[src/common/dtic_defs.svh]
// Purpose: Offsets, field positions, reset values and counts of the timer block.
// Assumes: Register indices are word indices; byte address is four times index.
// Notes: Definitions only.
`ifndef DTIC_DEFS_SVH
`define DTIC_DEFS_SVH
`define DTIC_IDX_CTRL 8'h88
`define DTIC_IDX_MODE 8'h89
`define DTIC_IDX_T0LO 8'h8a
`define DTIC_IDX_T1LO 8'h8b
`define DTIC_IDX_T0HI 8'h8c
`define DTIC_IDX_T1HI 8'h8d
`define DTIC_IDX_CLKSEL 8'h8e
`define DTIC_IDX_VACK 8'h90
`define DTIC_CTRL_TF1 7
`define DTIC_CTRL_TR1 6
`define DTIC_CTRL_TF0 5
`define DTIC_CTRL_TR0 4
`define DTIC_CTRL_IE1 3
`define DTIC_CTRL_IT1 2
`define DTIC_CTRL_IE0 1
`define DTIC_CTRL_IT0 0
`define DTIC_MODE_GATE1 7
`define DTIC_MODE_CT1 6
`define DTIC_MODE_GATE0 3
`define DTIC_MODE_CT0 2
`define DTIC_CLK_T1U 4
`define DTIC_CLK_T0U 3
`define DTIC_VACK_EXTA 0
`define DTIC_VACK_TF0 1
`define DTIC_VACK_EXTB 2
`define DTIC_VACK_TF1 3
`define DTIC_RST_BYTE 8'h00
`define DTIC_PRESCALE 4'hc
`define DTIC_M0_LOW_MAX 5'h1f
`define DTIC_RESP_OKAY 2'b00
`define DTIC_RESP_SLVERR 2'b10
`endif

[src/common/dtic_pkg.sv]
// Purpose: Types shared by the timer block.
// Assumes: Nothing beyond the defs header.
// Notes: Mode encodings follow the two mode bits of each timer.
package dtic_pkg;
  typedef enum logic [1:0] {
    dtic_mode_13bit = 2'h0,
    dtic_mode_16bit = 2'h1,
    dtic_mode_reload = 2'h2,
    dtic_mode_split = 2'h3
  } dtic_mode_type;
endpackage

[src/design/dtic_count_unit.sv]
// Purpose: One timer's low and high count bytes in all four modes.
// Assumes: Increments arrive as single-cycle enables from the top.
// Notes: A software write to a byte wins over a count in the same cycle.
`timescale 1ns/1ps
`default_nettype none
`include "dtic_defs.svh"
module dtic_count_unit
  import dtic_pkg::*;
(
  input wire logic aclk,
  input wire logic aresetn,
  input wire dtic_mode_type mode,
  input wire logic inc_lo,
  input wire logic inc_hi,
  input wire logic wr_lo,
  input wire logic wr_hi,
  input wire logic [7:0] wdata,
  output logic [7:0] lo,
  output logic [7:0] hi,
  output logic ovf_lo,
  output logic ovf_hi
);
  logic [7:0] lo_ff;
  logic [7:0] hi_ff;
  logic [7:0] nxt_lo;
  logic [7:0] nxt_hi;

  always_comb begin
    nxt_lo = lo_ff;
    nxt_hi = hi_ff;
    ovf_lo = 1'b0;
    ovf_hi = 1'b0;
    case (mode)
      dtic_mode_13bit: begin
        if (inc_lo) begin
          nxt_lo[4:0] = lo_ff[4:0] + 5'h01;
          if (lo_ff[4:0] == `DTIC_M0_LOW_MAX) begin
            nxt_hi = hi_ff + 8'h01;
            ovf_lo = (hi_ff == 8'hff);
          end
        end
      end
      dtic_mode_16bit: begin
        if (inc_lo) begin
          {nxt_hi, nxt_lo} = {hi_ff, lo_ff} + 16'h0001;
          ovf_lo = &{hi_ff, lo_ff};
        end
      end
      dtic_mode_reload: begin
        if (inc_lo) begin
          if (lo_ff == 8'hff) begin
            nxt_lo = hi_ff;
            ovf_lo = 1'b1;
          end else begin
            nxt_lo = lo_ff + 8'h01;
          end
        end
      end
      dtic_mode_split: begin
        if (inc_lo) begin
          nxt_lo = lo_ff + 8'h01;
          ovf_lo = &lo_ff;
        end
        if (inc_hi) begin
          nxt_hi = hi_ff + 8'h01;
          ovf_hi = &hi_ff;
        end
      end
      default: begin
      end
    endcase
    if (wr_lo) begin
      nxt_lo = wdata;
    end
    if (wr_hi) begin
      nxt_hi = wdata;
    end
  end

  always_ff @(posedge aclk) begin
    if (!aresetn) begin
      lo_ff <= `DTIC_RST_BYTE;
      hi_ff <= `DTIC_RST_BYTE;
    end else begin
      lo_ff <= nxt_lo;
      hi_ff <= nxt_hi;
    end
  end

  assign lo = lo_ff;
  assign hi = hi_ff;
endmodule // dtic_count_unit
`default_nettype wire

[src/design/dtic_timer_top.sv]
// Purpose: Two timer/counters with external interrupt flags, AXI4-Lite slave.
// Assumes: Pins are asynchronous; the core acknowledges vectoring by a write.
// Notes: Flags are level outputs for the core's interrupt logic.
//
// How it works
// - Timer 1 overflow sets its flag; vectoring to its routine clears it.
// - Timer 0 overflow sets its flag; vectoring to its routine clears it.
// - Timer 0 low byte counts only while its own run bit is one; timer 1 also counts while timer 0 is split.
// - Edge mode B: falling pin edge sets pending; vector or software clears.
// - Level mode B: pending follows low pin; software writes ignored.
// - Edge mode A: falling pin edge sets pending; vector or software clears.
// - Level mode A: pending set while pin low, cleared while high.
// - Type bit B selects falling edge when one, low level when zero.
// - Type bit A selects falling edge when one, low level when zero.
// - Mode 0: low five bits count to 31, then carry into high byte.
// - Mode 0 wraps past 0x1FFF to zero and sets the overflow flag.
// - Gate bit set also requires the timer's external interrupt pin to be high.
// - Counter-select bit picks internal clock or external event counting.
// - Mode 1 is a full 16-bit counter wrapping after 0xFFFF.
// - Mode 2 low byte counts and reloads from high byte on overflow.
// - Mode 3 splits timer 0; high half uses timer 1 run and flag.
// - With timer 0 split, timer 1 counts but never sets its flag.
// - Timer 1 in mode 3 stops and holds its count.
// - Mode bits 00, 01, 10, 11 select modes 0 to 3.
// - Gate clear: run bit alone; gate set: pin must also be high.
// - Counter operation increments on each sampled one-to-zero pin edge.
// - Timer clock is clk/12 when clock-select is zero, else clk.
`timescale 1ns/1ps
`default_nettype none
`include "dtic_defs.svh"
module dtic_timer_top
  import dtic_pkg::*;
#(
  parameter int ADDR_W = 12
) (
  input wire logic aclk,
  input wire logic aresetn,
  input wire logic [ADDR_W-1:0] awaddr,
  input wire logic awvalid,
  output logic awready,
  input wire logic [31:0] wdata,
  input wire logic [3:0] wstrb,
  input wire logic wvalid,
  output logic wready,
  output logic [1:0] bresp,
  output logic bvalid,
  input wire logic bready,
  input wire logic [ADDR_W-1:0] araddr,
  input wire logic arvalid,
  output logic arready,
  output logic [31:0] rdata,
  output logic [1:0] rresp,
  output logic rvalid,
  input wire logic rready,
  input wire logic ext_irq_pin_a,
  input wire logic ext_irq_pin_b,
  input wire logic tmr0_event_pin,
  input wire logic tmr1_event_pin,
  output logic tmr0_ovf_flag,
  output logic tmr1_ovf_flag,
  output logic ext_irq_a_pending,
  output logic ext_irq_b_pending
);
  logic awready_ff, wready_ff, bvalid_ff, arready_ff, rvalid_ff;
  logic aw_hold_ff, w_hold_ff;
  logic [1:0] bresp_ff, rresp_ff;
  logic [31:0] rdata_ff;
  logic [ADDR_W-1:0] awaddr_ff;
  logic [7:0] wd_ff;
  logic wstrb0_ff;
  logic wr_go, wr_sel, wr_hit;
  logic wr_ctrl, wr_mode, wr_clk, wr_vack;
  logic wr_t0lo, wr_t0hi, wr_t1lo, wr_t1hi;
  logic rd_hit;
  logic [7:0] rd_val;
  logic [7:0] mode_ff;
  logic tr0_ff, tr1_ff, it0_ff, it1_ff, t0u_ff, t1u_ff;
  logic tf0_ff, tf1_ff, ie0_ff, ie1_ff;
  logic [3:0] pin_meta_ff, pin_sync_ff, pin_last_ff;
  logic [3:0] fall;
  logic [3:0] div_ff;
  logic tick12;
  dtic_mode_type m0, m1;
  logic t0_split, run0, run1, src0, src1;
  logic inc0_lo, inc0_hi, inc1_lo;
  logic [7:0] t0_lo, t0_hi, t1_lo, t1_hi;
  logic ovf0_lo, ovf0_hi, ovf1_lo;
  logic set_tf1;

  // Write channel: address and data are taken independently, then joined.
  assign wr_go = aw_hold_ff && w_hold_ff && !bvalid_ff;
  assign wr_sel = wr_go && wstrb0_ff;

  always_ff @(posedge aclk) begin
    if (!aresetn) begin
      aw_hold_ff <= 1'b0;
      awready_ff <= 1'b0;
      awaddr_ff <= '0;
    end else if (wr_go) begin
      aw_hold_ff <= 1'b0;
      awready_ff <= 1'b1;
    end else if (awvalid && awready_ff) begin
      aw_hold_ff <= 1'b1;
      awready_ff <= 1'b0;
      awaddr_ff <= awaddr;
    end else begin
      awready_ff <= !aw_hold_ff;
    end
  end

  always_ff @(posedge aclk) begin
    if (!aresetn) begin
      w_hold_ff <= 1'b0;
      wready_ff <= 1'b0;
      wd_ff <= 8'h00;
      wstrb0_ff <= 1'b0;
    end else if (wr_go) begin
      w_hold_ff <= 1'b0;
      wready_ff <= 1'b1;
    end else if (wvalid && wready_ff) begin
      w_hold_ff <= 1'b1;
      wready_ff <= 1'b0;
      wd_ff <= wdata[7:0];
      wstrb0_ff <= wstrb[0];
    end else begin
      wready_ff <= !w_hold_ff;
    end
  end

  always_ff @(posedge aclk) begin
    if (!aresetn) begin
      bvalid_ff <= 1'b0;
      bresp_ff <= `DTIC_RESP_OKAY;
    end else if (wr_go) begin
      bvalid_ff <= 1'b1;
      bresp_ff <= wr_hit ? `DTIC_RESP_OKAY : `DTIC_RESP_SLVERR;
    end else if (bready) begin
      bvalid_ff <= 1'b0;
    end
  end

  always_comb begin
    wr_hit = 1'b1;
    wr_ctrl = 1'b0;
    wr_mode = 1'b0;
    wr_clk = 1'b0;
    wr_vack = 1'b0;
    wr_t0lo = 1'b0;
    wr_t0hi = 1'b0;
    wr_t1lo = 1'b0;
    wr_t1hi = 1'b0;
    case (awaddr_ff[9:2])
      `DTIC_IDX_CTRL: wr_ctrl = wr_sel;
      `DTIC_IDX_MODE: wr_mode = wr_sel;
      `DTIC_IDX_T0LO: wr_t0lo = wr_sel;
      `DTIC_IDX_T1LO: wr_t1lo = wr_sel;
      `DTIC_IDX_T0HI: wr_t0hi = wr_sel;
      `DTIC_IDX_T1HI: wr_t1hi = wr_sel;
      `DTIC_IDX_CLKSEL: wr_clk = wr_sel;
      `DTIC_IDX_VACK: wr_vack = wr_sel;
      default: wr_hit = 1'b0;
    endcase
  end

  // Read channel: one read at a time, data registered on acceptance.
  always_comb begin
    rd_hit = 1'b1;
    case (araddr[9:2])
      `DTIC_IDX_CTRL: rd_val = {tf1_ff, tr1_ff, tf0_ff, tr0_ff,
                                ie1_ff, it1_ff, ie0_ff, it0_ff};
      `DTIC_IDX_MODE: rd_val = mode_ff;
      `DTIC_IDX_T0LO: rd_val = t0_lo;
      `DTIC_IDX_T1LO: rd_val = t1_lo;
      `DTIC_IDX_T0HI: rd_val = t0_hi;
      `DTIC_IDX_T1HI: rd_val = t1_hi;
      `DTIC_IDX_CLKSEL: rd_val = {3'h0, t1u_ff, t0u_ff, 3'h0};
      `DTIC_IDX_VACK: rd_val = 8'h00;
      default: begin
        rd_val = 8'h00;
        rd_hit = 1'b0;
      end
    endcase
  end

  always_ff @(posedge aclk) begin
    if (!aresetn) begin
      arready_ff <= 1'b0;
      rvalid_ff <= 1'b0;
      rdata_ff <= 32'h0000_0000;
      rresp_ff <= `DTIC_RESP_OKAY;
    end else if (arvalid && arready_ff) begin
      arready_ff <= 1'b0;
      rvalid_ff <= 1'b1;
      rdata_ff <= {24'h00_0000, rd_val};
      rresp_ff <= rd_hit ? `DTIC_RESP_OKAY : `DTIC_RESP_SLVERR;
    end else if (rvalid_ff && rready) begin
      rvalid_ff <= 1'b0;
      arready_ff <= 1'b1;
    end else begin
      arready_ff <= !rvalid_ff;
    end
  end

  // Plain control bits.
  always_ff @(posedge aclk) begin
    if (!aresetn) begin
      tr0_ff <= 1'b0;
      tr1_ff <= 1'b0;
      it0_ff <= 1'b0;
      it1_ff <= 1'b0;
    end else if (wr_ctrl) begin
      tr1_ff <= wd_ff[`DTIC_CTRL_TR1];
      tr0_ff <= wd_ff[`DTIC_CTRL_TR0];
      it1_ff <= wd_ff[`DTIC_CTRL_IT1];
      it0_ff <= wd_ff[`DTIC_CTRL_IT0];
    end
  end

  always_ff @(posedge aclk) begin
    if (!aresetn) begin
      mode_ff <= `DTIC_RST_BYTE;
    end else if (wr_mode) begin
      mode_ff <= wd_ff;
    end
  end

  always_ff @(posedge aclk) begin
    if (!aresetn) begin
      t0u_ff <= 1'b0;
      t1u_ff <= 1'b0;
    end else if (wr_clk) begin
      t0u_ff <= wd_ff[`DTIC_CLK_T0U];
      t1u_ff <= wd_ff[`DTIC_CLK_T1U];
    end
  end

  // Pins: two stages before any logic, a third stage for edge detection.
  always_ff @(posedge aclk) begin
    if (!aresetn) begin
      pin_meta_ff <= 4'hf;
      pin_sync_ff <= 4'hf;
      pin_last_ff <= 4'hf;
    end else begin
      pin_meta_ff <= {tmr1_event_pin, tmr0_event_pin,
                      ext_irq_pin_b, ext_irq_pin_a};
      pin_sync_ff <= pin_meta_ff;
      pin_last_ff <= pin_sync_ff;
    end
  end

  assign fall = pin_last_ff & ~pin_sync_ff;

  always_ff @(posedge aclk) begin
    if (!aresetn) begin
      div_ff <= 4'h0;
    end else if (tick12) begin
      div_ff <= 4'h0;
    end else begin
      div_ff <= div_ff + 4'h1;
    end
  end

  assign tick12 = (div_ff == 4'(`DTIC_PRESCALE - 4'h1));

  // Count enables.
  assign m0 = dtic_mode_type'(mode_ff[1:0]);
  assign m1 = dtic_mode_type'(mode_ff[5:4]);
  assign t0_split = (m0 == dtic_mode_split);
  assign src0 = mode_ff[`DTIC_MODE_CT0] ? fall[2] : (t0u_ff | tick12);
  assign src1 = mode_ff[`DTIC_MODE_CT1] ? fall[3] : (t1u_ff | tick12);
  assign run0 = tr0_ff && (!mode_ff[`DTIC_MODE_GATE0] || pin_sync_ff[0]);
  // Split timer 0 owns the timer 1 run bit, so timer 1 then runs free.
  assign run1 = (tr1_ff || t0_split) &&
                (!mode_ff[`DTIC_MODE_GATE1] || pin_sync_ff[1]);
  assign inc0_lo = run0 && src0;
  assign inc0_hi = t0_split && tr1_ff && (t0u_ff | tick12);
  assign inc1_lo = run1 && src1 && (m1 != dtic_mode_split);

  dtic_count_unit u_tmr0 (
    .aclk(aclk),
    .aresetn(aresetn),
    .mode(m0),
    .inc_lo(inc0_lo),
    .inc_hi(inc0_hi),
    .wr_lo(wr_t0lo),
    .wr_hi(wr_t0hi),
    .wdata(wd_ff),
    .lo(t0_lo),
    .hi(t0_hi),
    .ovf_lo(ovf0_lo),
    .ovf_hi(ovf0_hi)
  );

  dtic_count_unit u_tmr1 (
    .aclk(aclk),
    .aresetn(aresetn),
    .mode(m1),
    .inc_lo(inc1_lo),
    .inc_hi(1'b0),
    .wr_lo(wr_t1lo),
    .wr_hi(wr_t1hi),
    .wdata(wd_ff),
    .lo(t1_lo),
    .hi(t1_hi),
    .ovf_lo(ovf1_lo),
    .ovf_hi()
  );

  // Timer 1 overflows stay silent while timer 0 is split.
  assign set_tf1 = t0_split ? ovf0_hi : ovf1_lo;

  // Hardware set always wins over a software or vector clear.
  always_ff @(posedge aclk) begin
    if (!aresetn) begin
      tf0_ff <= 1'b0;
      tf1_ff <= 1'b0;
    end else begin
      if (ovf0_lo) begin
        tf0_ff <= 1'b1;
      end else if (wr_ctrl) begin
        tf0_ff <= wd_ff[`DTIC_CTRL_TF0];
      end else if (wr_vack && wd_ff[`DTIC_VACK_TF0]) begin
        tf0_ff <= 1'b0;
      end
      if (set_tf1) begin
        tf1_ff <= 1'b1;
      end else if (wr_ctrl) begin
        tf1_ff <= wd_ff[`DTIC_CTRL_TF1];
      end else if (wr_vack && wd_ff[`DTIC_VACK_TF1]) begin
        tf1_ff <= 1'b0;
      end
    end
  end

  always_ff @(posedge aclk) begin
    if (!aresetn) begin
      ie0_ff <= 1'b0;
      ie1_ff <= 1'b0;
    end else begin
      // A write that enters level mode must not leave a stale request.
      if (!it0_ff || (wr_ctrl && !wd_ff[`DTIC_CTRL_IT0])) begin
        ie0_ff <= !pin_sync_ff[0];
      end else if (fall[0]) begin
        ie0_ff <= 1'b1;
      end else if (wr_ctrl) begin
        ie0_ff <= wd_ff[`DTIC_CTRL_IE0];
      end else if (wr_vack && wd_ff[`DTIC_VACK_EXTA]) begin
        ie0_ff <= 1'b0;
      end
      if (!it1_ff || (wr_ctrl && !wd_ff[`DTIC_CTRL_IT1])) begin
        ie1_ff <= !pin_sync_ff[1];
      end else if (fall[1]) begin
        ie1_ff <= 1'b1;
      end else if (wr_ctrl) begin
        ie1_ff <= wd_ff[`DTIC_CTRL_IE1];
      end else if (wr_vack && wd_ff[`DTIC_VACK_EXTB]) begin
        ie1_ff <= 1'b0;
      end
    end
  end

  assign awready = awready_ff;
  assign wready = wready_ff;
  assign bvalid = bvalid_ff;
  assign bresp = bresp_ff;
  assign arready = arready_ff;
  assign rvalid = rvalid_ff;
  assign rdata = rdata_ff;
  assign rresp = rresp_ff;
  assign tmr0_ovf_flag = tf0_ff;
  assign tmr1_ovf_flag = tf1_ff;
  assign ext_irq_a_pending = ie0_ff;
  assign ext_irq_b_pending = ie1_ff;
endmodule // dtic_timer_top
`default_nettype wire

[config.mk]
export PLATFORM = sky130hd
export DESIGN_NAME = dtic_timer_top
export DESIGN_NICKNAME = d
export VERILOG_FILES = /design/src/common/dtic_pkg.sv /design/src/design/dtic_count_unit.sv /design/src/design/dtic_timer_top.sv
export VERILOG_INCLUDE_DIRS = /design/src /design/src/common
export SDC_FILE = /design/constraint.sdc
export NUM_CORES = 1
export LEC_CHECK = 0
export BUFFER_PORTS_ARGS = -buffer_cell sky130_fd_sc_hd__buf_4
export CORE_MARGIN = 5
export CORE_UTILIZATION = 40
export DETAILED_ROUTE_END_ITERATION = 16
export GPL_TIMING_DRIVEN = 0
export PLACE_DENSITY = 0.69
export SLEW_MARGIN = 5
export SYNTH_ARGS = -nofsm -noshare
export SYNTH_HDL_FRONTEND = slang
export SYNTH_SLANG_ARGS = --single-unit
[constraint.sdc]
create_clock -name aclk -period 5.35 [get_ports aclk]
set_input_delay 0.2675 -clock aclk [delete_from_list [all_inputs] [get_ports aclk]]
set_output_delay 0.2675 -clock aclk [all_outputs]
set_load 0.01 [all_outputs]
# Word-level counts from Yosys, hierarchy flattened
# Cells that the tools add are included.
# totals
regBits,104
input_bits,71
out_inout_bits,45
word_cells,242
# op_classes
addsub,9
n_eq_ne,45
n_mux,81
bitwise,6
reduce_logical,67
# ops
op,n
== test 8 bit (second input constant),20
2-to-1 mux 8 bit,19
one-hot mux 8 bit (7 select lines),1
2-to-1 mux 1 bit,49
one-hot mux 5 bit (4 select lines),2
!= test 3 x 2 -> 1 bit (second input constant),11
adder 16 x 1 -> 16 bit (second input constant),2
adder 8 x 1 -> 8 bit (second input constant),4
AND reduction 16 bit,2
one-hot mux 8 bit (3 select lines),1
AND reduction 8 bit,3
logical AND 1 bit,20
AND reduction 4 bit,5
nonzero test 4 bit,5
one-hot mux 3 bit (3 select lines),2
one-hot mux 8 bit (2 select lines),1
OR reduction 8 bit,2
zero test 1 bit,12
!= test 3 x 1 -> 1 bit (second input constant),4
adder 5 x 1 -> 5 bit (second input constant),2
== test 5 bit (second input constant),2
2-to-1 mux 5 bit,2
nonzero test 3 bit,3
== test 2 bit (second input constant),4
other kinds (16),30

# Depth between registers and ports, before layout
# Gate-level depths: netlist of the first run.
# logic_depth
ltp_word,9
mapped_depth,9
ltp_nobuf,9

# Hierarchy
# Synthesis of the first run repeated with hierarchy kept, for this count alone.
# unflattened
cells_unflattened,665
area_unflattened_um2,5894.4
# by_module_without_submodules
module,n_inst,cells_each,area_per_inst_um2,seq_area_each_um2
dtic_timer_top,1,353,3251.9,1361.3
dtic_count_unit,2,156,1321.3,320.3

# Least setup slack after synthesis of the first run
# Ideal clock, no wire load.
# synth_path
path_kind,register -> register
startpoint,register u_tmr0.lo_ff[1] (netlist: u_tmr0.lo[1])
endpoint,register u_tmr0.hi_ff[7] (netlist: u_tmr0.hi[7])
setup_ns,0.074
arrival_time_ns,2.070
required_ns,5.276
slack_ns,3.206
stages_incl_launch_ff,9
n_path_buf,1
synth_period_minus_slack_ns,2.144
path_cell_list,dfxtp_1 > ha_1 > and3_1 > buf_4 > ha_1 > o221ai_1 > a2111o_1 > or3_1 > a31oi_1
# synth_between
elab_chain_len,4
elab_cells_between_ends,7
classes_between,add/sub (1); eq/ne (2); mux (3); reduce/logical (1)
# synth_lines
element,line,text
"start, declared",dtic_count_unit.sv:23,logic [7:0] lo_ff;
"start signal, assigned",dtic_count_unit.sv:82,lo_ff <= `DTIC_RST_BYTE;
"start signal, assigned",dtic_count_unit.sv:85,lo_ff <= nxt_lo;
adder 16 x 1 -> 16 bit,dtic_count_unit.sv:45,"{nxt_hi, nxt_lo} = {hi_ff, lo_ff} + 16'h0001;"
2-to-1 mux 8 bit,dtic_count_unit.sv:44,if (inc_lo) begin
one-hot mux 8 bit (3 select lines),dtic_count_unit.sv:33,case (mode)
2-to-1 mux 8 bit,dtic_count_unit.sv:75,if (wr_hi) begin
"end signal, assigned",dtic_count_unit.sv:83,hi_ff <= `DTIC_RST_BYTE;
"end signal, assigned",dtic_count_unit.sv:86,hi_ff <= nxt_hi;
"end, declared",dtic_count_unit.sv:24,logic [7:0] hi_ff;
# Several ways; a longest one is shown, not always the timed one. The select of a mux whose other input is x is not followed.
# A chain may end at the register's enable or synchronous reset.

# Final worst setup path of the first run
# layout_path
startpoint,register mode_ff[1]
endpoint,register u_tmr1.hi_ff[6] (netlist: u_tmr1.hi[6])
# layout_between
elab_chain_len,7
elab_cells_between_ends,8
classes_between,eq/ne (3); reduce/logical (5)
# layout_lines
element,line,text
"start, declared",dtic_timer_top.sv:76,logic [7:0] mode_ff;
"start signal, assigned",dtic_timer_top.sv:221,mode_ff <= `DTIC_RST_BYTE;
"start signal, assigned",dtic_timer_top.sv:223,mode_ff <= wd_ff;
== test 2 bit *,dtic_timer_top.sv:268,assign t0_split = (m0 == dtic_mode_split);
logical OR 1 bit *,dtic_timer_top.sv:273,assign run1 = (tr1_ff || t0_split) &&
logical AND 1 bit *,dtic_timer_top.sv:273,
logical AND 1 bit * (2 in series),dtic_timer_top.sv:277,assign inc1_lo = run1 && src1 && (m1 != dtic_mode_split);
!= test 3 x 2 -> 1 bit (no source line),--,
AND reduction 4 bit (no source line) *,--,
"end signal, assigned",dtic_count_unit.sv:83,
"end signal, assigned",dtic_count_unit.sv:86,
"end, declared",dtic_count_unit.sv:24,
# Mark *: on every way between the ends. The rest lies on a longest branch, timed or not.

==> out/results.ini, run 1 <==
[logic_synthesis]
netlist_area_um2 = 5620
synth_ff_type = dfxtp_1
seq_area_frac_synth = 0.356
synth_area_per_cell_um2 = 8.24
synth-seq-cells = 100
ys_types = 69
yosys-top-cells-area = dfxtp_1, nand2_1, mux2i_1
synth_largest_area_cell = dfxtp_1
async_reset_ff_frac = 0
yosysWarnings = 0
synth_top_area_frac = 0.356
synth_cells = 682
synth_edf_count = 0

[route]
antenna_left = 0
drc = 0
firstDrtPassIters = 7
routed_wirelength_um = 16400
drt_iter0_markers = 542
via_count = 5244
via_per_inst = 5.50
wl_per_cell_um = 17.1

[floorplan]
die_y_um = 129
coreArea_um2 = 13800
dieArea_um2 = 16500
num_rows = 43
fp.dieW_um = 129
ios = 116
start_util = 0.407

[cells_and_area]
n_antenna_cell = 0
final_cells = 954
layout-drive-gt1-share = 0.158
final_cell_mix = dfxtp_1, nand2_1, buf_4
nFillCells = 1389
syn2layout_area_growth_pct = 17.6
nets = 856
layout_commonest_cell = dfxtp_1
multiInputGateArea_um2 = 3330
seqCellArea_um2 = 2000

[clock_network]
cts_buffers = 9
cts_tree = done
hold_buffers = 0
cts.sinks = 100
clock_latency_ns = 0.35
htree_levels = 3
clkTransAtPathRegs_ns = 0.07
cts_root_buffer = clkbuf_16
cts_setup_buffers = 0
ctsLongestPathBuffers = 2
cts_resized = 0

[global_routing]
antenna_found_initial = 0
grt_pass1_wl_um = 25800
grt_pass1_vias = 4820
overflow = 0
grt_max_degree = 19
globalRouteTotalUtil = 0.198

[pwr]
power_density_nw_per_um2 = 233
peakVddDrop_mv = 0.144
leakage_nw = 2.55
power_mw = 1.54

[critical_path]
critPathArrivalTime_ns = 2.91
worst_setup_path_start_kind = flop
regToRegSetupSlack_ns = 2.67
worstPathRequired_ns = 5.57
critical_path.max_fanout = 9
worstSetupPathType = reg2reg
end_kind = flop

[sta]
fin_setup_tns_ns = 0
skew_ns = 0.0102
layout_min_cycle_time_ns = 2.68
relSlewSlack = 0.418
grt_setup_unrepaired = false
clock.fmax_mhz = 373
tightest_slew_ns = 0.865
fin_crit_sh = 0.501
setup_viol = 0
hold_viol = 0
slew_viol_final = 0

[min_path]
hp-class = in2reg

[placement]
gp_congestion = 0.942
io_buffers = 51
post-place-cells = 938
dp_hpwl_um = 12200

[flow_run]
drv_cap = 0

[run_status]
status = complete, no violations

-- layer usage --
layer	GRT usage	wire [um]	vias to the layer above
met5	0	0	-
met4	0.0896	562	0
met3	0.0540	1420	49
met2	0.297	7050	201
met1	0.267	7320	2396
li1	-	-	2598
-- area by class of cell --
class,instances,share of cell area
Multi-Input combinational cell,533,0.504
Sequential cell,100,0.303
Timing Repair Buffer,51,0.0579
Buffer,57,0.0485
Clock buffer,9,0.0341
Tap cell,180,0.0341
Inverter,17,0.00965
Clock inverter,7,0.00928
-- flip-flops by register name, indices dropped and copies added, names as in the netlist, 4 cells and up --
signal,flops
awaddr_ff,8
mode_ff,8
rdata,8
u_tmr0.hi,8
u_tmr0.lo,8
u_tmr1.hi,8
u_tmr1.lo,8
wd_ff,8
div_ff,4
pin_last_ff,4
pin_meta_ff,4
pin_sync_ff,4
-- cell families (layout without fill, tap and decap cells) --
family                     Yosys count  count (layout)  share of synthesized area
other                                1              26                   0.000667
xor gates and xnor gates            20              20                     0.0312
AOI/OAI and AO/OA                  173             173                      0.205
and+or+nand+nor                    264             264                      0.233
DFF                                100             100                      0.356
adders and majority gates           16              16                     0.0356
muxes                               34              34                     0.0701
buffers and inverters               74             141                     0.0683
-- synthesized netlist by cell type (5+ instances only) --
master    count
nand3_1      19
and3_1       13
a211oi_1      5
a221oi_1      6
inv_1        16
mux2i_1      27
nor4_1        5
a21oi_1      42
nand2b_1     17
o21ai_0      49
xor2_1        8
o211ai_1     12
buf_4        27
o32ai_1       7
nor3_1       16
nand2_1      94
nand3b_1      5
a31oi_1      10
clkbuf_1     26
ha_1         16
nor2_1       52
xnor2_1      12
nor2b_1       5
dfxtp_1     100
a22oi_1       7
and2_1        5
nand4_1       5
or3_1         7
-- power by group --
| part | leakage (nW) | total, mW | switching (mW) | internal (mW) |
|---|---|---|---|---|
| Combinational | 1.59 | 0.132 | 0.0740 | 0.0582 |
| Clock | 0.143 | 0.633 | 0.310 | 0.323 |
| Sequential | 0.812 | 0.777 | 0.0159 | 0.761 |
| Total | 2.55 | 1.54 | 0.400 | 1.14 |
-- worst paths after layout --
| kind | start | endpoint | cells after the start |
|---|---|---|---|
| min reg2reg | pin_meta_ff[0]$_SDFF_PN1_ | pin_sync_ff[0]$_SDFF_PN1_ | 1 |
| max reg2reg | mode_ff[1]$_SDFFE_PN0P_ | u_tmr1.hi[6]$_SDFFE_PN0P_ | 8 |
| max | mode_ff[1]$_SDFFE_PN0P_ | u_tmr1.hi[6]$_SDFFE_PN0P_ | 8 |
| min | ext_irq_pin_a | pin_meta_ff[0]$_SDFF_PN1_ | 2 |
-- metrics by stage --
| step | hold slack [ns] | area, um2 | utilization | setup slack (ns) |
|---|---|---|---|---|
| floorplan | 0.369 | 5720 | - | 3.21 |
| global placement | 0.387 | 6320 | 0.457 | 2.80 |
| detailed placement | 0.395 | 6320 | 0.457 | 2.81 |
| CTS | 0.0804 | 6610 | 0.478 | 2.78 |
| global route | 0.0788 | 6610 | 0.478 | 2.56 |
| finish | 0.0886 | 6610 | 0.478 | 2.67 |
-- critical path: stages, from the launching register on --
cell and delay (ns):
dfxtp_1 0.46, ha_1 0.19, clkbuf_1 0.36, nor2_1 0.09, a221oi_2 0.41, nand4_1 0.44
nor3_1 0.37, xnor2_1 0.15, a21oi_1 0.08
No activity file was read; power rests on OpenSTA's default activity.
==> run 2, diff against run 1 <==
Settings changed: ABC_AREA set to 1.
Clock period 5.35 ns to 2.8 ns, I/O delays scaled along.
==> run 2 against run 1 <==
Final area up 14%. Critical endpoint unchanged. Critical path type unchanged. First-iteration DRC count up 26%. Flip-flop and latch count did not move.
==> out/results.ini, run 2 <==
[clock_network]
cts_resized = 0
cts_buffers = 9
cts.sinks = 100
htree_levels = 3
clock_latency_ns = 0.36
hold_buffers = 6
ctsLongestPathBuffers = 2
clkTransAtPathRegs_ns = 0.09
cts_tree = done
cts_setup_buffers = 0
cts_root_buffer = clkbuf_16

[placement]
place_area_um2 = 7120
post-place-cells = 1267
gp_congestion = 1.01
dp_hpwl_um = 15400
io_buffers = 54

[floorplan]
num_rows = 46
coreArea_um2 = 15700
ios = 116
fp.dieW_um = 136
die_y_um = 136
dieArea_um2 = 18500
start_util = 0.404

[cells_and_area]
final_cell_mix = nand2_1, inv_1, nor2_1, nand3_1, dfxtp_1
final_util = 0.478
syn2layout_area_growth_pct = 18.2
final_cells = 1289
nets = 1155
multiInputGateArea_um2 = 3630
n_antenna_cell = 0
layout-drive-gt1-share = 0.160
layout_commonest_cell = nand2_1
nFillCells = 1649
seqCellArea_um2 = 2000
design_area_um2 = 7510

[critical_path]
regToRegSetupSlack_ns = 0.63
worstPathRequired_ns = 3.06
worst_setup_path_start_kind = flop
end_kind = flop
r2r_start = u_tmr1.lo[0]$_SDFFE_PN0P_
critical_path.max_fanout = 6
startpoint = u_tmr1.lo[0]$_SDFFE_PN0P_
critPathArrivalTime_ns = 2.43
worstSetupPathType = reg2reg

[route]
wl_per_cell_um = 15.2
via_per_inst = 5.09
drt_iter0_markers = 683
firstDrtPassIters = 6
antenna_left = 0
via_count = 6563
drc = 0
routed_wirelength_um = 19600

[logic_synthesis]
synth_ff_type = dfxtp_1
synth-seq-cells = 100
ys_types = 44
synth_cells = 972
yosysWarnings = 0
synth_edf_count = 0
yosysMostFrequentCell = nand2_1
synth_area_per_cell_um2 = 6.53
synth_largest_area_cell = dfxtp_1
async_reset_ff_frac = 0
synthTopCellsByCount = nand2_1, inv_1, nand3_1, nor2_1, dfxtp_1
netlist_area_um2 = 6350
synth_top_area_frac = 0.315
seq_area_frac_synth = 0.315
yosys-top-cells-area = dfxtp_1, nand2_1, nand3_1

[run_status]
status = complete, no violations

[min_path]
min_from = wdata[3]
hp-class = in2reg

[pwr]
peakVddDrop_mv = 0.279
leakage_nw = 3.29
power_density_nw_per_um2 = 421

[global_routing]
grt_max_degree = 21
overflow = 0
antenna_found_initial = 0
globalRouteTotalUtil = 0.217
grt_pass1_vias = 5941
grt_pass1_wl_um = 31300

[sta]
hold_viol = 0
fin_crit_sh = 0.775
grt_setup_unrepaired = false
fin_setup_tns_ns = 0
clock.fmax_mhz = 461
layout_min_cycle_time_ns = 2.17
setup_viol = 0
slew_viol_final = 0
tightest_slew_ns = 0.696
skew_ns = 0.0160
relSlewSlack = 0.536

[flow_run]
drv_cap = 0

[run 2: changes by cell type after synthesis, sizes merged, moves of 19 or more]
cell and delta:
nand2 +119, inv +113, nand3 +93, nor2 +68, o21ai +49, mux2i -27, a21oi +24, nand2b -19
[run 2: routing by layer]
layer | global-route usage | wire [um]
met4 | 0.0644 | 425
met2 | 0.345 | 8630
met1 | 0.295 | 8790
met3 | 0.0477 | 1790
met5 | 0 | 0
[run 2: worst paths after layout]
| path | end | depth (start not counted) |
|---|---|---|
| max reg2reg | u_tmr1.hi[6]$_SDFFE_PN0P_ | 13 |
| min | wd_ff[3]$_SDFFE_PN0P_ | 3 |
| max | u_tmr1.hi[6]$_SDFFE_PN0P_ | 13 |
| min reg2reg | pin_sync_ff[3]$_SDFF_PN1_ | 1 |
[run 2: cell families (layout without fill, tap and decap cells)]
| logic type | Yosys count | in the layout | share of synthesized area |
|---|---|---|---|
| AOI/OAI and AO/OA | 182 | 182 | 0.154 |
| xor gates and xnor gates | 9 | 9 | 0.0124 |
| adders and majority gates | 16 | 16 | 0.0315 |
| buffers and inverters | 178 | 254 | 0.128 |
| DFF | 100 | 100 | 0.315 |
| other | 1 | 26 | 0.000591 |
| and+or+nand+nor | 486 | 486 | 0.358 |
[run 2: worst max-delay path: stages, from the launching register on]
cell and delay [ns]:
dfxtp_1 0.47, ha_1 0.23, nand2_1 0.08, nor2_1 0.11
ha_1 0.19, nor2_1 0.07, nor2_1 0.10, nand4_1 0.25
nand2_1 0.20, inv_1 0.12, nand2_1 0.08, nand3_1 0.07
nand2_1 0.06, inv_1 0.04
[run 2: final cells by class]
type | instances | share of cell area
plain buffers | 47 | 0.0427
clock buffers | 9 | 0.0300
clock inverters | 7 | 0.0137
inverters | 131 | 0.0660
multi-input cells | 719 | 0.483
flip-flops and latches | 100 | 0.267
well taps | 216 | 0.0360
repair buffers | 60 | 0.0620
[run 2: power breakdown]
group,switching [mW],internal [mW]
Sequential,0.0413,1.46
Combinational,0.162,0.112
Clock,0.656,0.728
[run 2: metrics by stage]
step	setup slack [ns]	power (mW)	hold slack, ns
floorplan	1.08	1.69	0.247
global placement	0.730	1.80	0.329
detailed placement	0.710	1.80	0.332
CTS	0.656	3.18	0.00197
global route	0.396	3.28	0.0370
finish	0.631	3.16	0.0120
==> run 3, diff against run 2 <==
Clock period 2.8 ns to 2.05 ns, I/O delays scaled along.
==> run 3 against run 2 <==
Non-clock buffer count up 9. Critical endpoint unchanged. Worst hold slack worse by 0.0038 ns. Routed wire length up 1.3%.
==> out/results.ini, run 3 (synthesis results as in run 2) <==
[run_status]
status = complete, no violations

[placement]
io_buffers = 54
post-place-cells = 1267
gp_congestion = 1.01
dp_hpwl_um = 15400
place_area_um2 = 7120
dp_slack_ns = -0.0404

[cells_and_area]
syn2layout_area_growth_pct = 20.5
final_cells = 1298
final_cell_mix = nand2_1, inv_1, nor2_1
layout_commonest_cell = nand2_1
layout-drive-gt1-share = 0.186
design_area_um2 = 7650
n_antenna_cell = 0
final_util = 0.487
nets = 1164

[critical_path]
critical_path.max_fanout = 7
critPathSlowestCell = dfxtp_4
crit_buf_inv = 1
r2r_start = u_tmr1.lo[0]$_SDFFE_PN0P_
startpoint = u_tmr1.lo[0]$_SDFFE_PN0P_
r2r-end = u_tmr1.hi[6]$_SDFFE_PN0P_
end_kind = flop
worstSetupPathType = reg2reg
worst_setup_path_start_kind = flop
slowest_delay_ns = 0.39
regToRegSetupSlack_ns = 0.06
critPathArrivalTime_ns = 2.30
rr_worst_depth = 12
crit_chain = ha_4, nand2_2, nor2_2, ha_2, nor2_2, nor2_1, nand4_1, nor2_4, nand3_2, nand3_1, nand2_1, inv_1
critical_path.top_delay_family = simple AND/OR/NAND/NOR gates
crit_top_cell = nor2_2
worstPathRequired_ns = 2.36

[pwr]
peakVddDrop_mv = 0.380
power_density_nw_per_um2 = 564
leakage_nw = 3.32

[clock_network]
cts_buffers = 9
clkTransAtPathRegs_ns = 0.09
htree_levels = 3
cts.sinks = 100
clock_latency_ns = 0.36
ctsLongestPathBuffers = 2
cts_root_buffer = clkbuf_16
cts_tree = done

[min_path]
hold_depth = 3
min_to = awaddr_ff[6]$_SDFFE_PN0P_
min_from = awaddr[6]
hp-class = in2reg

[floorplan]
die_y_um = 136
start_util = 0.404
fp.dieW_um = 136
dieArea_um2 = 18500
coreArea_um2 = 15700
ios = 116
num_rows = 46

[sta]
slew_viol_final = 0
tightest_slew_ns = 0.706
fin_ws_ns = 0.0601
setup_viol = 0
holdWs_ns = 0.00820
layout_min_cycle_time_ns = 1.99
skew_ns = 0.0148
relSlewSlack = 0.529
fin_crit_sh = 0.971
clock.fmax_mhz = 503
hold_viol = 0

[flow_run]
drv_cap = 0

[global_routing]
globalRouteTotalUtil = 0.217
overflow = 0
antenna_found_initial = 0
grt_pass1_wl_um = 31300
grt_pass1_vias = 5942
grt_max_degree = 21

[route]
antenna_left = 0
drt_iter0_markers = 696
wl_per_cell_um = 15.3
via_count = 6657
routed_wirelength_um = 19900
drc = 0
via_per_inst = 5.13
firstDrtPassIters = 9

-- run 3: cell types whose count changed in the layout (fill, tap and decap cells not counted), sizes merged --
| cell | before | now |
|---|---|---|
| buf | 93 | 101 |
| dlygate4sd3 | 6 | 7 |
-- run 3: cell type report --
cell class / instances / area, um2
sequential: 100 / 2020
clock buffer: 9 / 225
tap: 216 / 270
inverter: 131 / 495
multi-input combinational: 719 / 3680
buffer: 47 / 320
timing repair buffer: 69 / 536
fill: 1636 / 8060
clock inverter: 7 / 103
-- run 3: worst max-delay path by stage --
| stage | endpoint | cells after the start |
|---|---|---|
| 6_report | u_tmr1.hi[6]$_SDFFE_PN0P_ | 12 |
| 5_1_grt | u_tmr1.hi[1]$_SDFFE_PN0P_ | 10 |
| 4_1_cts | u_tmr1.hi[6]$_SDFFE_PN0P_ | 13 |
| 3_5_place_dp | u_tmr1.hi[6]$_SDFFE_PN0P_ | 13 |
| 3_3_place_gp | u_tmr1.hi[6]$_SDFFE_PN0P_ | 13 |
| 2_1_floorplan | u_tmr0.hi[3]$_SDFFE_PN0P_ | 10 |
-- run 3: metrics by stage --
stage	TNS, ns	power (mW)
2_1_floorplan	0	2.30
3_3_place_gp	-0.0570	2.45
3_5_place_dp	-0.134	2.46
4_1_cts	0	4.35
5_1_grt	-0.284	4.48
6_report	0	4.31
-- run 3: worst min-delay path, cell delays in order --
cell and delay (ns):
buf_4 0.07, o21ai_0 0.07, a21oi_1 0.10
-- run 3: repair_timing --
item,CTS,global route
setup buffers,0,8
hold endpoints to repair,7,0
hold buffers,7,0
resized for setup,1,25
setup endpoints to repair,7,17
pin swaps,1,10
-- run 3: metal layers --
metal,global-route usage,routed length [um],share of wire,vias up
met5,0,0,0,-
met4,0.0644,442,0.022,0
met3,0.0474,1690,0.085,38
met2,0.345,8780,0.44,270
met1,0.295,8980,0.45,3025
li1,-,-,-,3324
-- run 3: power breakdown --
part | internal, mW | switching (mW)
clock | 0.994 | 0.895
combinational | 0.155 | 0.222
sequential | 1.99 | 0.0566
total | 3.14 | 1.17
